`src/rtl/bpg_pkg.sv`:
```
`default_nettype none
package bpg_pkg;
   // clock
   localparam int unsigned CLK_HZ          = 40_000_000;
   localparam int unsigned CLK_PERIOD_NS   = 25;
   // gain-detect phase length
   localparam int unsigned DETECT_TIME_US  = 800;
   localparam int unsigned DETECT_CYCLES   = DETECT_TIME_US * (CLK_HZ / 1_000_000);
   // hiccup idle length
   localparam int unsigned IDLE_TIME_MS    = 6;
   localparam int unsigned IDLE_CYCLES     = IDLE_TIME_MS * (CLK_HZ / 1_000);
   // fault handling
   localparam int unsigned VIOL_LIMIT      = 32;
   localparam int unsigned DEAD_CYCLES     = 2;
   // thermal thresholds, degrees C
   localparam int unsigned TEMP_ENTER_C    = 155;
   localparam int unsigned TEMP_EXIT_C     = 140;
   localparam int unsigned TEMP_W          = 8;
   // gain codes
   localparam logic [1:0] GAIN_3X          = 2'h0;
   localparam logic [1:0] GAIN_6X          = 2'h1;
   localparam logic [1:0] GAIN_12X         = 2'h2;
   localparam logic [1:0] GAIN_24X         = 2'h3;
   localparam logic [1:0] GAIN_RESET       = GAIN_12X;

   // resistor measured by the detect converter
   typedef enum logic [1:0] {
      RES_47K  = 2'b00,
      RES_22K  = 2'b01,
      RES_OPEN = 2'b10,
      RES_100K = 2'b11
   } bpg_res_t;

   typedef enum logic [2:0] {
      ST_DETECT  = 3'b000,
      ST_SOFT    = 3'b001,
      ST_RUN     = 3'b010,
      ST_IDLE    = 3'b011,
      ST_RETRY   = 3'b100,
      ST_DOWN    = 3'b101,
      ST_THERMAL = 3'b110
   } bpg_state_t;
endpackage
`default_nettype wire

```
`src/rtl/buck_protection_gain_sequencer.sv`:
```
`default_nettype none
module buck_protection_gain_sequencer #(
   parameter int unsigned DETECT_CNT = bpg_pkg::DETECT_CYCLES,
   parameter int unsigned IDLE_CNT   = bpg_pkg::IDLE_CYCLES
) (
   input  wire logic                          sys_clk,
   input  wire logic                          rst,
   input  wire logic [bpg_pkg::TEMP_W-1:0]    junctionTemp,
   input  wire logic [1:0]                    resMeasure,
   input  wire logic                          valleyCurrentLimit,
   input  wire logic                          pwmRequest,
   input  wire logic                          softStartDone,
   input  wire logic                          compFaultSeen,
   output logic                               highSideGateDrive,
   output logic                               lowSideGateDrive,
   output logic                               gainRefEnable,
   output logic [1:0]                         gainCode,
   output logic                               softStartRun,
   output logic                               controllerEnable,
   output logic                               thermalShutdown,
   output logic                               hiccupIdle
);
   import bpg_pkg::*;

   // resistor to gain mapping
   function automatic logic [1:0] resToGain(input logic [1:0] r);
      unique case (bpg_res_t'(r))
         RES_47K:  resToGain = GAIN_3X;
         RES_22K:  resToGain = GAIN_6X;
         RES_OPEN: resToGain = GAIN_12X;
         RES_100K: resToGain = GAIN_24X;
      endcase
   endfunction

   // synchronised pin inputs
   logic [TEMP_W-1:0] tempS1_q, tempS2_q;
   logic [1:0]        resS1_q, resS2_q;
   logic [4:0]        pinS1_q, pinS2_q;
   logic              limS, pwmS, ssDoneS, compS, limPrev_q;

   // two-stage sync of the multi-bit level inputs
   always_ff @(posedge sys_clk or posedge rst) begin
      if (rst) begin
         tempS1_q <= '0;
         tempS2_q <= '0;
         resS1_q  <= 2'h0;
         resS2_q  <= 2'h0;
      end else begin
         tempS1_q <= junctionTemp;
         tempS2_q <= tempS1_q;
         resS1_q  <= resMeasure;
         resS2_q  <= resS1_q;
      end
   end

   // two-stage sync of the single-bit control pins, idle low after reset
   always_ff @(posedge sys_clk or posedge rst) begin
      if (rst) begin
         pinS1_q  <= 5'h00;
         pinS2_q  <= 5'h00;
      end else begin
         pinS1_q  <= {valleyCurrentLimit, pwmRequest, softStartDone, compFaultSeen, 1'b0};
         pinS2_q  <= pinS1_q;
      end
   end

   // synchronised pin taps
   assign limS    = pinS2_q[4];
   assign pwmS    = pinS2_q[3];
   assign ssDoneS = pinS2_q[2];
   assign compS   = pinS2_q[1];

   // thermal hysteresis
   logic thermal_q;
   always_ff @(posedge sys_clk or posedge rst) begin
      if (rst) begin
         thermal_q <= 1'b0;
      end else if (tempS2_q > TEMP_W'(TEMP_ENTER_C)) begin
         thermal_q <= 1'b1;
      end else if (tempS2_q < TEMP_W'(TEMP_EXIT_C)) begin
         thermal_q <= 1'b0;
      end
   end

   // sequencer state
   bpg_state_t state_q, state_d;
   logic [31:0] timer_q;
   logic [5:0]  viol_q;
   logic        retryFail_q;
   logic        limEdge;
   logic        violFull;

   assign limEdge  = limS & ~limPrev_q;
   assign violFull = (viol_q == 6'(VIOL_LIMIT));

   always_comb begin
      state_d = state_q;
      unique case (state_q)
         ST_DETECT: begin
            if (timer_q >= DETECT_CNT - 1) begin
               state_d = ST_SOFT;
            end
         end
         ST_SOFT: begin
            if (violFull) begin
               state_d = ST_IDLE;
            end else if (ssDoneS) begin
               state_d = ST_RUN;
            end
         end
         ST_RUN: begin
            if (violFull) begin
               state_d = ST_IDLE;
            end
         end
         ST_IDLE: begin
            if (timer_q >= IDLE_CNT - 1) begin
               state_d = retryFail_q ? ST_DOWN : ST_RETRY;
            end
         end
         ST_RETRY: begin
            if (compS || violFull) begin
               state_d = ST_IDLE;
            end else if (ssDoneS) begin
               state_d = ST_RUN;
            end
         end
         ST_DOWN: begin
            state_d = ST_DETECT;
         end
         ST_THERMAL: begin
            if (!thermal_q) begin
               state_d = ST_DETECT;
            end
         end
         default: state_d = ST_DETECT;
      endcase
      if (thermal_q) begin
         state_d = ST_THERMAL;
      end
   end

   always_ff @(posedge sys_clk or posedge rst) begin
      if (rst) begin
         state_q <= ST_DETECT;
      end else begin
         state_q <= state_d;
      end
   end

   // phase timer, restarts on every state change
   always_ff @(posedge sys_clk or posedge rst) begin
      if (rst) begin
         timer_q <= 32'h0;
      end else if (state_d != state_q) begin
         timer_q <= 32'h0;
      end else begin
         timer_q <= timer_q + 32'h1;
      end
   end

   // failed retry remembered so next idle ends in power-down
   always_ff @(posedge sys_clk or posedge rst) begin
      if (rst) begin
         retryFail_q <= 1'b0;
      end else if (state_q == ST_RETRY && state_d == ST_IDLE) begin
         retryFail_q <= 1'b1;
      end else if (state_q == ST_DOWN || state_d == ST_RUN) begin
         retryFail_q <= 1'b0;
      end
   end

   // violation counter
   always_ff @(posedge sys_clk or posedge rst) begin
      if (rst) begin
         viol_q    <= 6'h00;
      end else begin
         if ((state_d == ST_SOFT || state_d == ST_RETRY) && state_d != state_q) begin
            viol_q <= 6'h00;
         end else if (limEdge && !violFull &&
                      (state_q == ST_SOFT || state_q == ST_RUN || state_q == ST_RETRY)) begin
            viol_q <= viol_q + 6'h01;
         end
      end
   end

   // previous limit level for edge detection, idle low like the pin
   always_ff @(posedge sys_clk or posedge rst) begin
      if (rst) begin
         limPrev_q <= 1'b0;
      end else begin
         limPrev_q <= limS;
      end
   end

   // gain latched at end of detection
   always_ff @(posedge sys_clk or posedge rst) begin
      if (rst) begin
         gainCode <= GAIN_RESET;
      end else if (state_q == ST_DETECT && state_d == ST_SOFT) begin
         gainCode <= resToGain(resS2_q);
      end
   end

   // gate drive with dead time interlock
   logic       switching;
   logic [1:0] dead_q;
   logic       hsOn_q, lsOn_q;
   assign switching = (state_q == ST_SOFT) || (state_q == ST_RUN) || (state_q == ST_RETRY);

   always_ff @(posedge sys_clk or posedge rst) begin
      if (rst) begin
         hsOn_q <= 1'b0;
         lsOn_q <= 1'b0;
         dead_q <= 2'h0;
      end else if (!switching || thermal_q) begin
         hsOn_q <= 1'b0;
         lsOn_q <= 1'b0;
         dead_q <= 2'h0;
      end else if (pwmS != hsOn_q && (hsOn_q || lsOn_q)) begin
         hsOn_q <= 1'b0;
         lsOn_q <= 1'b0;
         dead_q <= 2'(DEAD_CYCLES);
      end else if (dead_q != 2'h0) begin
         dead_q <= dead_q - 2'h1;
      end else begin
         hsOn_q <= pwmS;
         lsOn_q <= ~pwmS;
      end
   end

   // next state still switching: gates drop on the same edge the flags rise
   logic switchNext;
   assign switchNext = (state_d == ST_SOFT) || (state_d == ST_RUN) || (state_d == ST_RETRY);

   // gate outputs, cut by the next state so idle and shutdown never show a pulse
   always_ff @(posedge sys_clk or posedge rst) begin
      if (rst) begin
         highSideGateDrive <= 1'b0;
         lowSideGateDrive  <= 1'b0;
      end else begin
         highSideGateDrive <= hsOn_q & ~lsOn_q & switchNext;
         lowSideGateDrive  <= lsOn_q & ~hsOn_q & switchNext;
      end
   end

   // reference level on the low-side pin while detecting
   always_ff @(posedge sys_clk or posedge rst) begin
      if (rst) begin
         gainRefEnable <= 1'b0;
      end else begin
         gainRefEnable <= (state_d == ST_DETECT);
      end
   end

   // soft start ramp request, normal start and retry
   always_ff @(posedge sys_clk or posedge rst) begin
      if (rst) begin
         softStartRun <= 1'b0;
      end else begin
         softStartRun <= (state_d == ST_SOFT) || (state_d == ST_RETRY);
      end
   end

   // controller enable, low in shutdown and in the power-down cycle
   always_ff @(posedge sys_clk or posedge rst) begin
      if (rst) begin
         controllerEnable <= 1'b0;
      end else begin
         controllerEnable <= (state_d != ST_THERMAL) && (state_d != ST_DOWN);
      end
   end

   // thermal shutdown flag, same edge as the gates drop
   always_ff @(posedge sys_clk or posedge rst) begin
      if (rst) begin
         thermalShutdown <= 1'b0;
      end else begin
         thermalShutdown <= thermal_q;
      end
   end

   // hiccup idle flag
   always_ff @(posedge sys_clk or posedge rst) begin
      if (rst) begin
         hiccupIdle <= 1'b0;
      end else begin
         hiccupIdle <= (state_d == ST_IDLE);
      end
   end
endmodule
`default_nettype wire

```
`config.mk`:
```
export PLATFORM = sky130hd
export DESIGN_NAME = buck_protection_gain_sequencer
export DESIGN_NICKNAME = d
export VERILOG_FILES = /design/src/rtl/bpg_pkg.sv /design/src/rtl/buck_protection_gain_sequencer.sv
export SDC_FILE = /design/constraint.sdc
export NUM_CORES = 1
export LEC_CHECK = 0
export BUFFER_PORTS_ARGS = -buffer_cell sky130_fd_sc_hd__buf_2
export CELL_PAD_IN_SITES_DETAIL_PLACEMENT = 1
export CELL_PAD_IN_SITES_GLOBAL_PLACEMENT = 1
export CORE_AREA = 10 10 137 139
export DETAILED_ROUTE_END_ITERATION = 12
export DIE_AREA = 0 0 147 149
export PLACE_DENSITY = 0.45
export RECOVER_POWER = 100
export SYNTH_ARGS = -nofsm -noshare
export SYNTH_HDL_FRONTEND = slang
export SYNTH_SLANG_ARGS = --single-unit
```
`constraint.sdc`:
```
create_clock -name sys_clk -period 2.25 [get_ports sys_clk]
set_clock_uncertainty 0.15 [all_clocks]
set_input_delay 0.1125 -clock sys_clk [delete_from_list [all_inputs] [get_ports sys_clk]]
set_output_delay 0.1125 -clock sys_clk [all_outputs]
set_load 0.05 [all_outputs]
```
== After elaboration in Yosys (flattened, before gate mapping) ==
Cells that the tools add are included.

* Register bits after elaboration: 85
* Word-level logic and storage cells: 109
* Output and inout port bits: 9

* $add $sub $neg: 3
* Bitwise logic cells: 9
* Equality and inequality tests: 18
* Reductions and logical operators: 26
* Magnitude comparators: 4
* Muxes and demuxes: 26

{| class="wikitable"
|+ Operator list
! operator !! count
|-
| adder 32 x 1 -> 32 bit, second input constant || 1
|-
| greater-or-equal comparator 32 x 15 -> 1 bit, second input constant || 1
|-
| greater-or-equal comparator 32 x 18 -> 1 bit, second input constant || 1
|-
| 2-to-1 mux 32 bit || 1
|-
| 2-to-1 mux 3 bit || 7
|-
| one-hot mux 3 bit (5 select lines) || 1
|-
| equality test 3 x 2 -> 1 bit, second input constant || 4
|-
| 2-to-1 mux 6 bit || 2
|-
| 2-to-1 mux 1 bit || 11
|-
| equality test 3 bit, second input constant || 3
|-
| logical OR 1 bit || 9
|-
| inequality test 3 bit, second input constant || 3
|-
| > comparator 8 bit, second input constant || 1
|-
| less-than comparator 8 bit, second input constant || 1
|-
| one-hot mux 2 bit (4 select lines) || 1
|-
| nonzero test 2 bit || 4
|-
| logical AND 1 bit || 7
|-
| adder 6 x 1 -> 6 bit, second input constant || 1
|-
| equality test 3 x 1 -> 1 bit, second input constant || 2
|-
| equality test 6 bit, second input constant || 1
|-
| zero test 3 bit || 2
|-
| 2-to-1 mux 2 bit || 3
|-
| bitwise AND 1 bit || 5
|-
| equality test 2 bit, second input constant || 2
|-
| other kinds (8) || 12
|}

== Depth between registers and ports, before layout ==
Gate-level depths: netlist of run 1.

* Word-level depth: 9
* Mapped depth: 10
* Depth with buffers taken out: 9

== Least setup slack after synthesis of run 1 ==
OpenSTA, ideal clock, no wires.

* Path type: reg2reg
* Start point: reg timer_q[0]
* End point: reg viol_q[0]
* Stages on the path, launching flop included: 10
* Arrival: 2070 ps
* Clock period less this slack: 2353 ps
* Path slack: -103 ps
* Path through: dfrtp_1 ha_1 nand4_4 o21ai_0 a2111oi_0 a211o_1 or2_1 clkbuf_1 a211oi_2 nor2_1

* Longest elaborated chain between the ends: 8
* Elaborated cells on any way between the ends: 13

{| class="wikitable"
|+ RTL lines
! item !! line !! text
|-
| from (decl) || buck_protection_gain_sequencer.sv:87 || <nowiki>logic [31:0] timer_q;</nowiki>
|-
| from (signal assigned) || buck_protection_gain_sequencer.sv:158 || <nowiki>timer_q <= timer_q + 32'h1;</nowiki>
|-
| greater-or-equal comparator 32 x 18 -> 1 bit / greater-or-equal comparator 32 x 15 -> 1 bit (equally long branches) || buck_protection_gain_sequencer.sv:117, buck_protection_gain_sequencer.sv:100 ||
|-
| 2-to-1 mux 3 bit (on tied branches) || buck_protection_gain_sequencer.sv:117, buck_protection_gain_sequencer.sv:100 ||
|-
| one-hot mux 3 bit (5 select lines) (*) || buck_protection_gain_sequencer.sv:98 || <nowiki>unique case (state_q)</nowiki>
|-
| 2-to-1 mux 3 bit (*) || buck_protection_gain_sequencer.sv:138 || <nowiki>if (thermal_q) begin</nowiki>
|-
| net state_d[1] || buck_protection_gain_sequencer.sv:86 || <nowiki>bpg_state_t state_q, state_d;</nowiki>
|-
| equality test 3 x 1 -> 1 bit / equality test 3 bit (equally long branches) || buck_protection_gain_sequencer.sv:178 || <nowiki>if ((state_d == ST_SOFT || state_d == ST_RETRY) && state_d != state_q) begin</nowiki>
|-
| logical OR 1 bit || buck_protection_gain_sequencer.sv:178 ||
|-
| logical AND 1 bit (*) || buck_protection_gain_sequencer.sv:178 ||
|-
| 2-to-1 mux 6 bit / nonzero test 2 bit (equally long branches) || - ||
|-
| to (signal assigned) || buck_protection_gain_sequencer.sv:182 || <nowiki>viol_q <= viol_q + 6'h01;</nowiki>
|-
| to (decl) || buck_protection_gain_sequencer.sv:88 || <nowiki>logic [5:0] viol_q;</nowiki>
|}

The timed path passes the listed nets; every way through them passes the cells marked *.
A chain may end at the register's enable or synchronous reset.

== Worst setup path in the final report of run 1 ==
* Start point: reg viol_q[0]
* End point: reg viol_q[1]

* Longest elaborated chain between the ends: 9
* Elaborated cells on any way between the ends: 19

{| class="wikitable"
|+ RTL lines
! item !! line !! text
|-
| equality test 6 bit || buck_protection_gain_sequencer.sv:94 || <nowiki>assign violFull = (viol_q == 6'(VIOL_LIMIT));</nowiki>
|-
| logical OR 1 bit || buck_protection_gain_sequencer.sv:122 || <nowiki>if (compS || violFull) begin</nowiki>
|-
| 2-to-1 mux 3 bit || buck_protection_gain_sequencer.sv:122 ||
|-
| one-hot mux 3 bit (5 select lines) || buck_protection_gain_sequencer.sv:98 ||
|-
| 2-to-1 mux 3 bit || buck_protection_gain_sequencer.sv:138 ||
|-
| equality test 3 x 1 -> 1 bit / equality test 3 bit (equally long branches) || buck_protection_gain_sequencer.sv:178 ||
|-
| logical OR 1 bit || buck_protection_gain_sequencer.sv:178 ||
|-
| logical AND 1 bit || buck_protection_gain_sequencer.sv:178 ||
|-
| 2-to-1 mux 6 bit / nonzero test 2 bit (equally long branches) || - ||
|}

Parallel ways exist; a longest one is shown, timed or not. The select of a mux whose other input is x is not followed.

==> results of run 1 <==
critical path, stage by stage, from the launching register on:
cell,delay (ps)
dfrtp_1,380
inv_1,70
ha_2,170
nand3b_1,160
o41ai_4,360
nor2_1,90
a221oi_2,360
a2111oi_4,140
buf_4,170
a211oi_4,220
buf_6,160
nor2_1,40
cell usage after synthesis, types with 2 or more instances:
cell,count,share of area (%)
nand2_1,8,0.79
a2111oi_0,2,0.46
o21ai_0,6,0.79
nand2b_1,4,0.66
buf_2,2,0.26
o21bai_1,2,0.40
buf_6,3,0.89
and3_1,5,0.83
nor4b_1,2,0.46
a211oi_2,2,0.66
nand4_1,6,0.99
a211oi_1,4,0.79
inv_1,15,1.5
nand3_1,23,3.0
dfrtp_1,80,53
nor4_1,4,0.66
nor2_2,30,5.0
or2_2,3,0.50
nor2b_1,3,0.50
a21oi_1,8,1.1
xnor2_1,19,4.4
nand3b_1,3,0.59
mux2_2,2,0.59
xor2_1,19,4.4
nor3_1,7,0.92
clkbuf_1,4,0.40
mux2i_1,3,0.79
a221oi_2,2,0.79
ha_1,4,1.3
nor2_1,39,3.9
o31a_1,3,0.69
o211a_1,2,0.53
routing by layer:
layer / wire [um] / track usage (%)
met1: 4490 / 11.4
met2: 4880 / 15.7
met3: 296 / 3.22
met4: 120 / 2.97
met5: 0 / 0
per-stage QoR:
stage	worst slack (ps)	std cells	power, mW
6_report	-333	712	3.94
5_1_grt	-467	712	4.17
4_1_cts	-255	709	3.97
3_5_place_dp	-434	676	2.45
3_3_place_gp	-346	676	2.44
2_1_floorplan	-16.6	345	2.09
worst paths after layout:
path | from | end | cells past startpoint
worst min register to register | pinS1_q[1] | pinS2_q[1] | 0
worst max-delay path | viol_q[0] | viol_q[1] | 11
min in group asynchronous | rst | state_q[1] | 3
worst max register to register | viol_q[0] | viol_q[1] | 11
max in group asynchronous | rst | timer_q[21] | 4
worst min-delay path | pinS1_q[1] | pinS2_q[1] | 0
cells by family (layout without fill, tap and decap cells):
family / after synthesis / in the layout
AO/OA/AOI/OAI: 43 / 43
XOR/XNOR: 38 / 38
adder cells (fa/ha/maj): 4 / 4
buffers and inverters: 24 / 171
flip-flops: 81 / 81
multiplexers: 5 / 5
AND/OR/NAND/NOR: 150 / 150
area by class of cell:
| type | instances | area, um^2 | area share (%) |
|---|---|---|---|
| Clock buffer | 10 | 229 | 4.12 |
| Clock inverter | 6 | 50.0 | 0.900 |
| Inverter | 15 | 57.6 | 1.04 |
| Multi-Input combinational cell | 240 | 1880 | 33.8 |
| Sequential cell | 81 | 2030 | 36.5 |
| Tap cell | 220 | 275 | 4.95 |
| Timing Repair Buffer | 140 | 1040 | 18.8 |
state kept, by name, summed over array words and instances, names as in the netlist, 2 cells and up:
register	flops
timer_q	32
tempS1_q	6
tempS2_q	6
viol_q	6
pinS1_q	4
pinS2_q	4
state_q	3
dead_q	2
gainCode	2
resS1_q	2
resS2_q	2
power breakdown:
part	internal, mW	switching (mW)
Clock	0.764	0.646
Combinational	0.430	0.481
Sequential	1.55	0.0643
Total	2.75	1.19
timing repair:
| item | 4_1_cts | 5_1_grt |
|---|---|---|
| pin swaps | 8 | 15 |
| cloned | 0 | 0 |
| hold endpoints to repair | 92 | 0 |
| setup endpoints to repair | 50 | 49 |
| buffers inserted | 4 | 4 |
| resized for setup | 29 | 19 |
| hold buffers | 13 | 0 |
==> qor.yml, run 1 <==
detailed_routing:
  via_per_inst: 4.26
  via_count: 3032
  route.detailed.drc: 0
  wl_mm: 9.79
  dr.pass1.iters: 4
  ant_nets: 0
  wl_per_cell_um: 13.7
  first_iter_violations: 95
global_route:
  grt_pass1_wl_mm: 16.5
  grt_pass1_vias: 3301
  grt_antenna_before_repair: 0
  grt_use_total_pct: 9.48
  grt.overflow.total: 0
  grt_max_degree: 46
synth:
  yosys.area_share.adder_pct: 1.32
  avgSynthCellArea_um2: 11.0
  yosysSeqAreaShare_pct: 53.6
  synth_edf_count: 0
  synth_cell_types: 58
  synthArstFlopShare_pct: 100
  synthMuxAreaShare_pct: 1.39
  syn_inst: 345
  yosys_warnings: 0
  synth-compound-area-share_pct: 9.55
  netlist_area_um2: 3790
  synth_fp_nets: 365
  synth-seq-cells: 81
  synthXorXnorAreaFrac_pct: 8.79
  synth_top_family_by_area: "simple AND/OR/NAND/NOR gates"
  yosys_most_used_dff: "dfrtp_1"
  synthSimpleGateAreaFrac_pct: 22.4
die:
  die-width_um: 147
  initial_core_util_pct: 23.4
  ios: 25
  dieArea_um2: 21900
  placementRows: 47
  die_h_um: 149
  core_area_um2: 16200
clocking:
  h-tree-depth: 3
  cts-root-buf: "clkbuf_16"
  cts_tree: "done"
  clock_path_buffers: 2
  cts_sinks: 81
  clk_pin_slew_ps: 60
  insertion_delay_ps: 350
  cts_buffers: 9
cells_and_area:
  final_core_util_pct: 34.4
  area_growth_pct: 46.8
  postLayoutCellArea_um2: 5560
  fin_nets: 507
  final_cell_mix: "buf_4, dfrtp_1, nor2_2"
  fill_cells: 1806
  drive_gt1_share_pct: 43.3
  final_common_cell: "buf_4"
  antenna_cells: 0
status:
  status: "complete, but fails checks"
  violations: "negative setup slack"
timing:
  finalHoldViolations: 0
  slew_headroom_pct: 19.9
  hold_ws_ps: 199
  period_needed_ps: 2580
  setup_violations: 45
  grt_setup_unrepaired: "true"
  tns_ps: -10200
  worst_pin_slew_ps: 1200
  slew_violations: 0
  setup_slack_ps: -333
  max_freq_mhz: 387
  period_share_pct: 115
setup_path:
  cp-start-kind: "flop"
  worstPathMaxFanout: 6
  rrSetupSlack_ps: -330
  critPathRequiredTime_ps: 2340
  criticalPathCategory: "flop to flop"
  cp.arrival_ps: 2670
  crit_path_end_kind: "flop"
placement:
  gp_congestion: 0.803
  place_area_um2: 4910
  dp.final_hpwl_mm: 7.20
  port_buffers: 22
pwr:
  power_density_nw_per_um2: 708
  p_leak_nw: 2.38
  worst_ir_drop_vdd_mv: 0.463
flow_run:
  drv_cap: 0
hold_path:
  holdCritPathClass: "flop to flop"
No activity file was read; power rests on OpenSTA's default activity.
==> run 2, diff against run 1 <==
--- a/config.mk
+++ b/config.mk
@@ -5,13 +5,14 @@
 export SDC_FILE = /design/constraint.sdc
 export NUM_CORES = 1
 export LEC_CHECK = 0
-export BUFFER_PORTS_ARGS = -buffer_cell sky130_fd_sc_hd__buf_2
 export CELL_PAD_IN_SITES_DETAIL_PLACEMENT = 1
 export CELL_PAD_IN_SITES_GLOBAL_PLACEMENT = 1
 export CORE_AREA = 10 10 137 139
+export CTS_BUF_LIST = sky130_fd_sc_hd__clkbuf_16
 export DETAILED_ROUTE_END_ITERATION = 12
 export DIE_AREA = 0 0 147 149
-export PLACE_DENSITY = 0.45
+export DONT_BUFFER_PORTS = 1
+export PLACE_DENSITY = 0.43
 export RECOVER_POWER = 100
 export SYNTH_ARGS = -nofsm -noshare
 export SYNTH_HDL_FRONTEND = slang
==> qor.yml, run 2 (synthesized netlist as in run 1, its figures left out) <==
flow_run:
  drv_cap: 0  # unchanged
cells_and_area:
  fin_nets: 475  # -6.3%
  postLayoutCellArea_um2: 5310  # -4.6%
  largest_reg_flops: 32  # unchanged
  final_common_cell: "buf_4"
  fill_cells: 1785  # -1.2%
  area_growth_pct: 40.1
  antenna_cells: 0  # unchanged
  final_cell_mix: "buf_4, dfrtp_1, nor2_2"
  top_register: "timer_q"
  drive_gt1_share_pct: 39.3  # -3.9 points
pwr:
  power.clock.fraction_pct: 38.6  # +2.8 points
  worst_ir_drop_vdd_mv: 0.371  # -20%
  p_int_mw: 2.70  # -1.6%
  p_leak_nw: 2.24  # -6.2%
  power_frac_seq_pct: 42.4  # +1.3 points
  p_total_mw: 3.92  # -0.37%
  switching_share_pct: 31.1  # +0.84 points
  p_switching_mw: 1.22  # +2.4%
  power_density_nw_per_um2: 739  # +4.4%
  p_comb_share_pct: 19.0  # -4.1 points
clocking:
  insertion_delay_ps: 360  # about the same
  h-tree-depth: 3  # unchanged
  cts_tree: "done"
  clock_path_buffers: 2  # unchanged
  clk_pin_slew_ps: 70  # about the same
  cts-root-buf: "clkbuf_16"
  cts_buffers: 9  # unchanged
  cts_sinks: 81  # unchanged
setup_path:
  worstPathMaxFanout: 6  # unchanged
  cp_cell_sequence: "nor4_2, buf_4, nand4_1, buf_6, a2111o_1, and3_4, a2111oi_4, buf_4, a211oi_4, buf_6, nor2_2"
  critPathRequiredTime_ps: 2390  # +50 ps
  slowest_stage: "dfrtp_1"
  crit_path_end_kind: "flop"
  cp.arrival_ps: 2680  # about the same
  cpPeakStageDelay_ps: 400  # +20 ps
  criticalPathCategory: "flop to flop"
  rrSetupSlack_ps: -290  # +40 ps
  cp-start-kind: "flop"
die:
  ios: 25  # unchanged
  core_area_um2: 16200  # unchanged
  die_h_um: 149  # unchanged
  die-width_um: 147  # unchanged
  dieArea_um2: 21900  # unchanged
  initial_core_util_pct: 23.4  # unchanged
  placementRows: 47  # unchanged
status:
  status: "complete, but fails checks"
  violations: "negative setup slack"
global_route:
  grt.overflow.total: 0  # unchanged
  grt_antenna_before_repair: 0  # unchanged
  grt_use_total_pct: 9.63  # +0.15 points
  grt_pass1_wl_mm: 16.8  # +1.6%
  grt_max_degree: 82  # +78%
  grt_pass1_vias: 3265  # -1.1%
detailed_routing:
  wl_met2_mm: 4.82  # -1.2%
  ant_nets: 0  # unchanged
  route.detailed.drc: 0  # unchanged
  wl_mm: 9.58  # -2.2%
  via_count: 2862  # -5.6%
  drt-met1-wl_mm: 4.35  # -3.2%
  wl_per_cell_um: 14.1  # +2.4%
  top_layer_used: "met4"
  met3RoutedLength_um: 277  # -6.4%
  dr.pass1.iters: 4  # unchanged
  via_per_inst: 4.21  # -1.2%
  first_iter_violations: 100  # +5.3%
placement:
  gp_congestion: 0.741  # -7.8%
  dp.final_hpwl_mm: 7.01  # -2.6%
  port_buffers: 0  # -100%
  place_area_um2: 4750  # -3.3%
hold_path:
  holdCritPathClass: "input pin to flop"
timing:
  setup_violations: 45  # unchanged
  setup_slack_ps: -291  # +42.8 ps
  worst_pin_slew_ps: 1090  # -109 ps
  slew_headroom_pct: 27.2  # +7.2 points
  grt_setup_unrepaired: "true"
  slew_violations: 0  # unchanged
  finalHoldViolations: 0  # unchanged
  hold_ws_ps: 155  # -44.1 ps
  period_share_pct: 113  # -1.9 points
  max_freq_mhz: 394  # +1.7%
  period_needed_ps: 2540  # -42.8 ps
==> run 2: cell count changes in the layout (fill, tap and decap cells not counted), moves of 3 or more <==
cell	before	now
clkbuf_1	12	3
buf_6	7	4
buf_4	91	86
buf_2	13	0
==> run 2: power by group through the flow <==
stage,combinational [mW],sequential (mW),clock [mW]
6_report,0.747,1.66,1.51
3_5_place_dp,0.691,1.69,0
3_3_place_gp,0.678,1.69,0
2_1_floorplan,0.402,1.69,0
4_1_cts,0.743,1.67,1.59
5_1_grt,0.843,1.68,1.65
==> run 2: worst paths after layout <==
path / from / end / cells past startpoint
worst min-delay path: junctionTemp[6] / tempS1_q[6] / 1
worst max register to register: timer_q[18] / viol_q[2] / 11
max in group asynchronous: rst / state_q[2] / 3
min in group asynchronous: rst / tempS1_q[6] / 3
worst max-delay path: timer_q[18] / viol_q[2] / 11
worst min register to register: tempS1_q[3] / tempS2_q[3] / 0
==> run 2: cell type report <==
type | count | area [um^2] | area share (%)
Inverter | 15 | 60.1 | 1.13
Clock buffer | 9 | 225 | 4.24
Multi-Input combinational cell | 240 | 1770 | 33.4
Sequential cell | 81 | 2030 | 38.3
Timing Repair Buffer | 108 | 860 | 16.2
Tap cell | 220 | 275 | 5.19
Clock inverter | 7 | 83.8 | 1.58
==> run 2: routing by layer <==
metal,GRT usage [%],vias up
li1,-,1411
met1,11.4,1415
met4,3.57,0
met3,3.00,10
met5,0,-
met2,16.1,26
==> run 2: repair_timing <==
action,in CTS,in global routing
gates resized for setup,13,15
gates cloned,0,0
endpoints found under the setup margin,49,50
buffers inserted,4,0
hold buffers,13,0
pin swaps,7,4
hold endpoints to repair,93,0
==> run 2: through the flow <==
| step | cells | util [%] | setup slack, ps | TNS (ps) |
|---|---|---|---|---|
| 2_1_floorplan | 345 | - | -16.6 | -220 |
| 3_3_place_gp | 647 | 29.4 | -359 | -11830 |
| 3_5_place_dp | 647 | 29.4 | -501 | -16270 |
| 4_1_cts | 680 | 32.6 | -273 | -9680 |
| 5_1_grt | 680 | 32.8 | -452 | -17280 |
| 6_report | 680 | 32.8 | -291 | -10210 |
==> run 2: worst max-delay path: cells and delay by family (launching register included) <==
family,cells,cell delay (ps)
simple gates,4,650
compound gates,3,620
buf+inv,4,650
flops,1,400
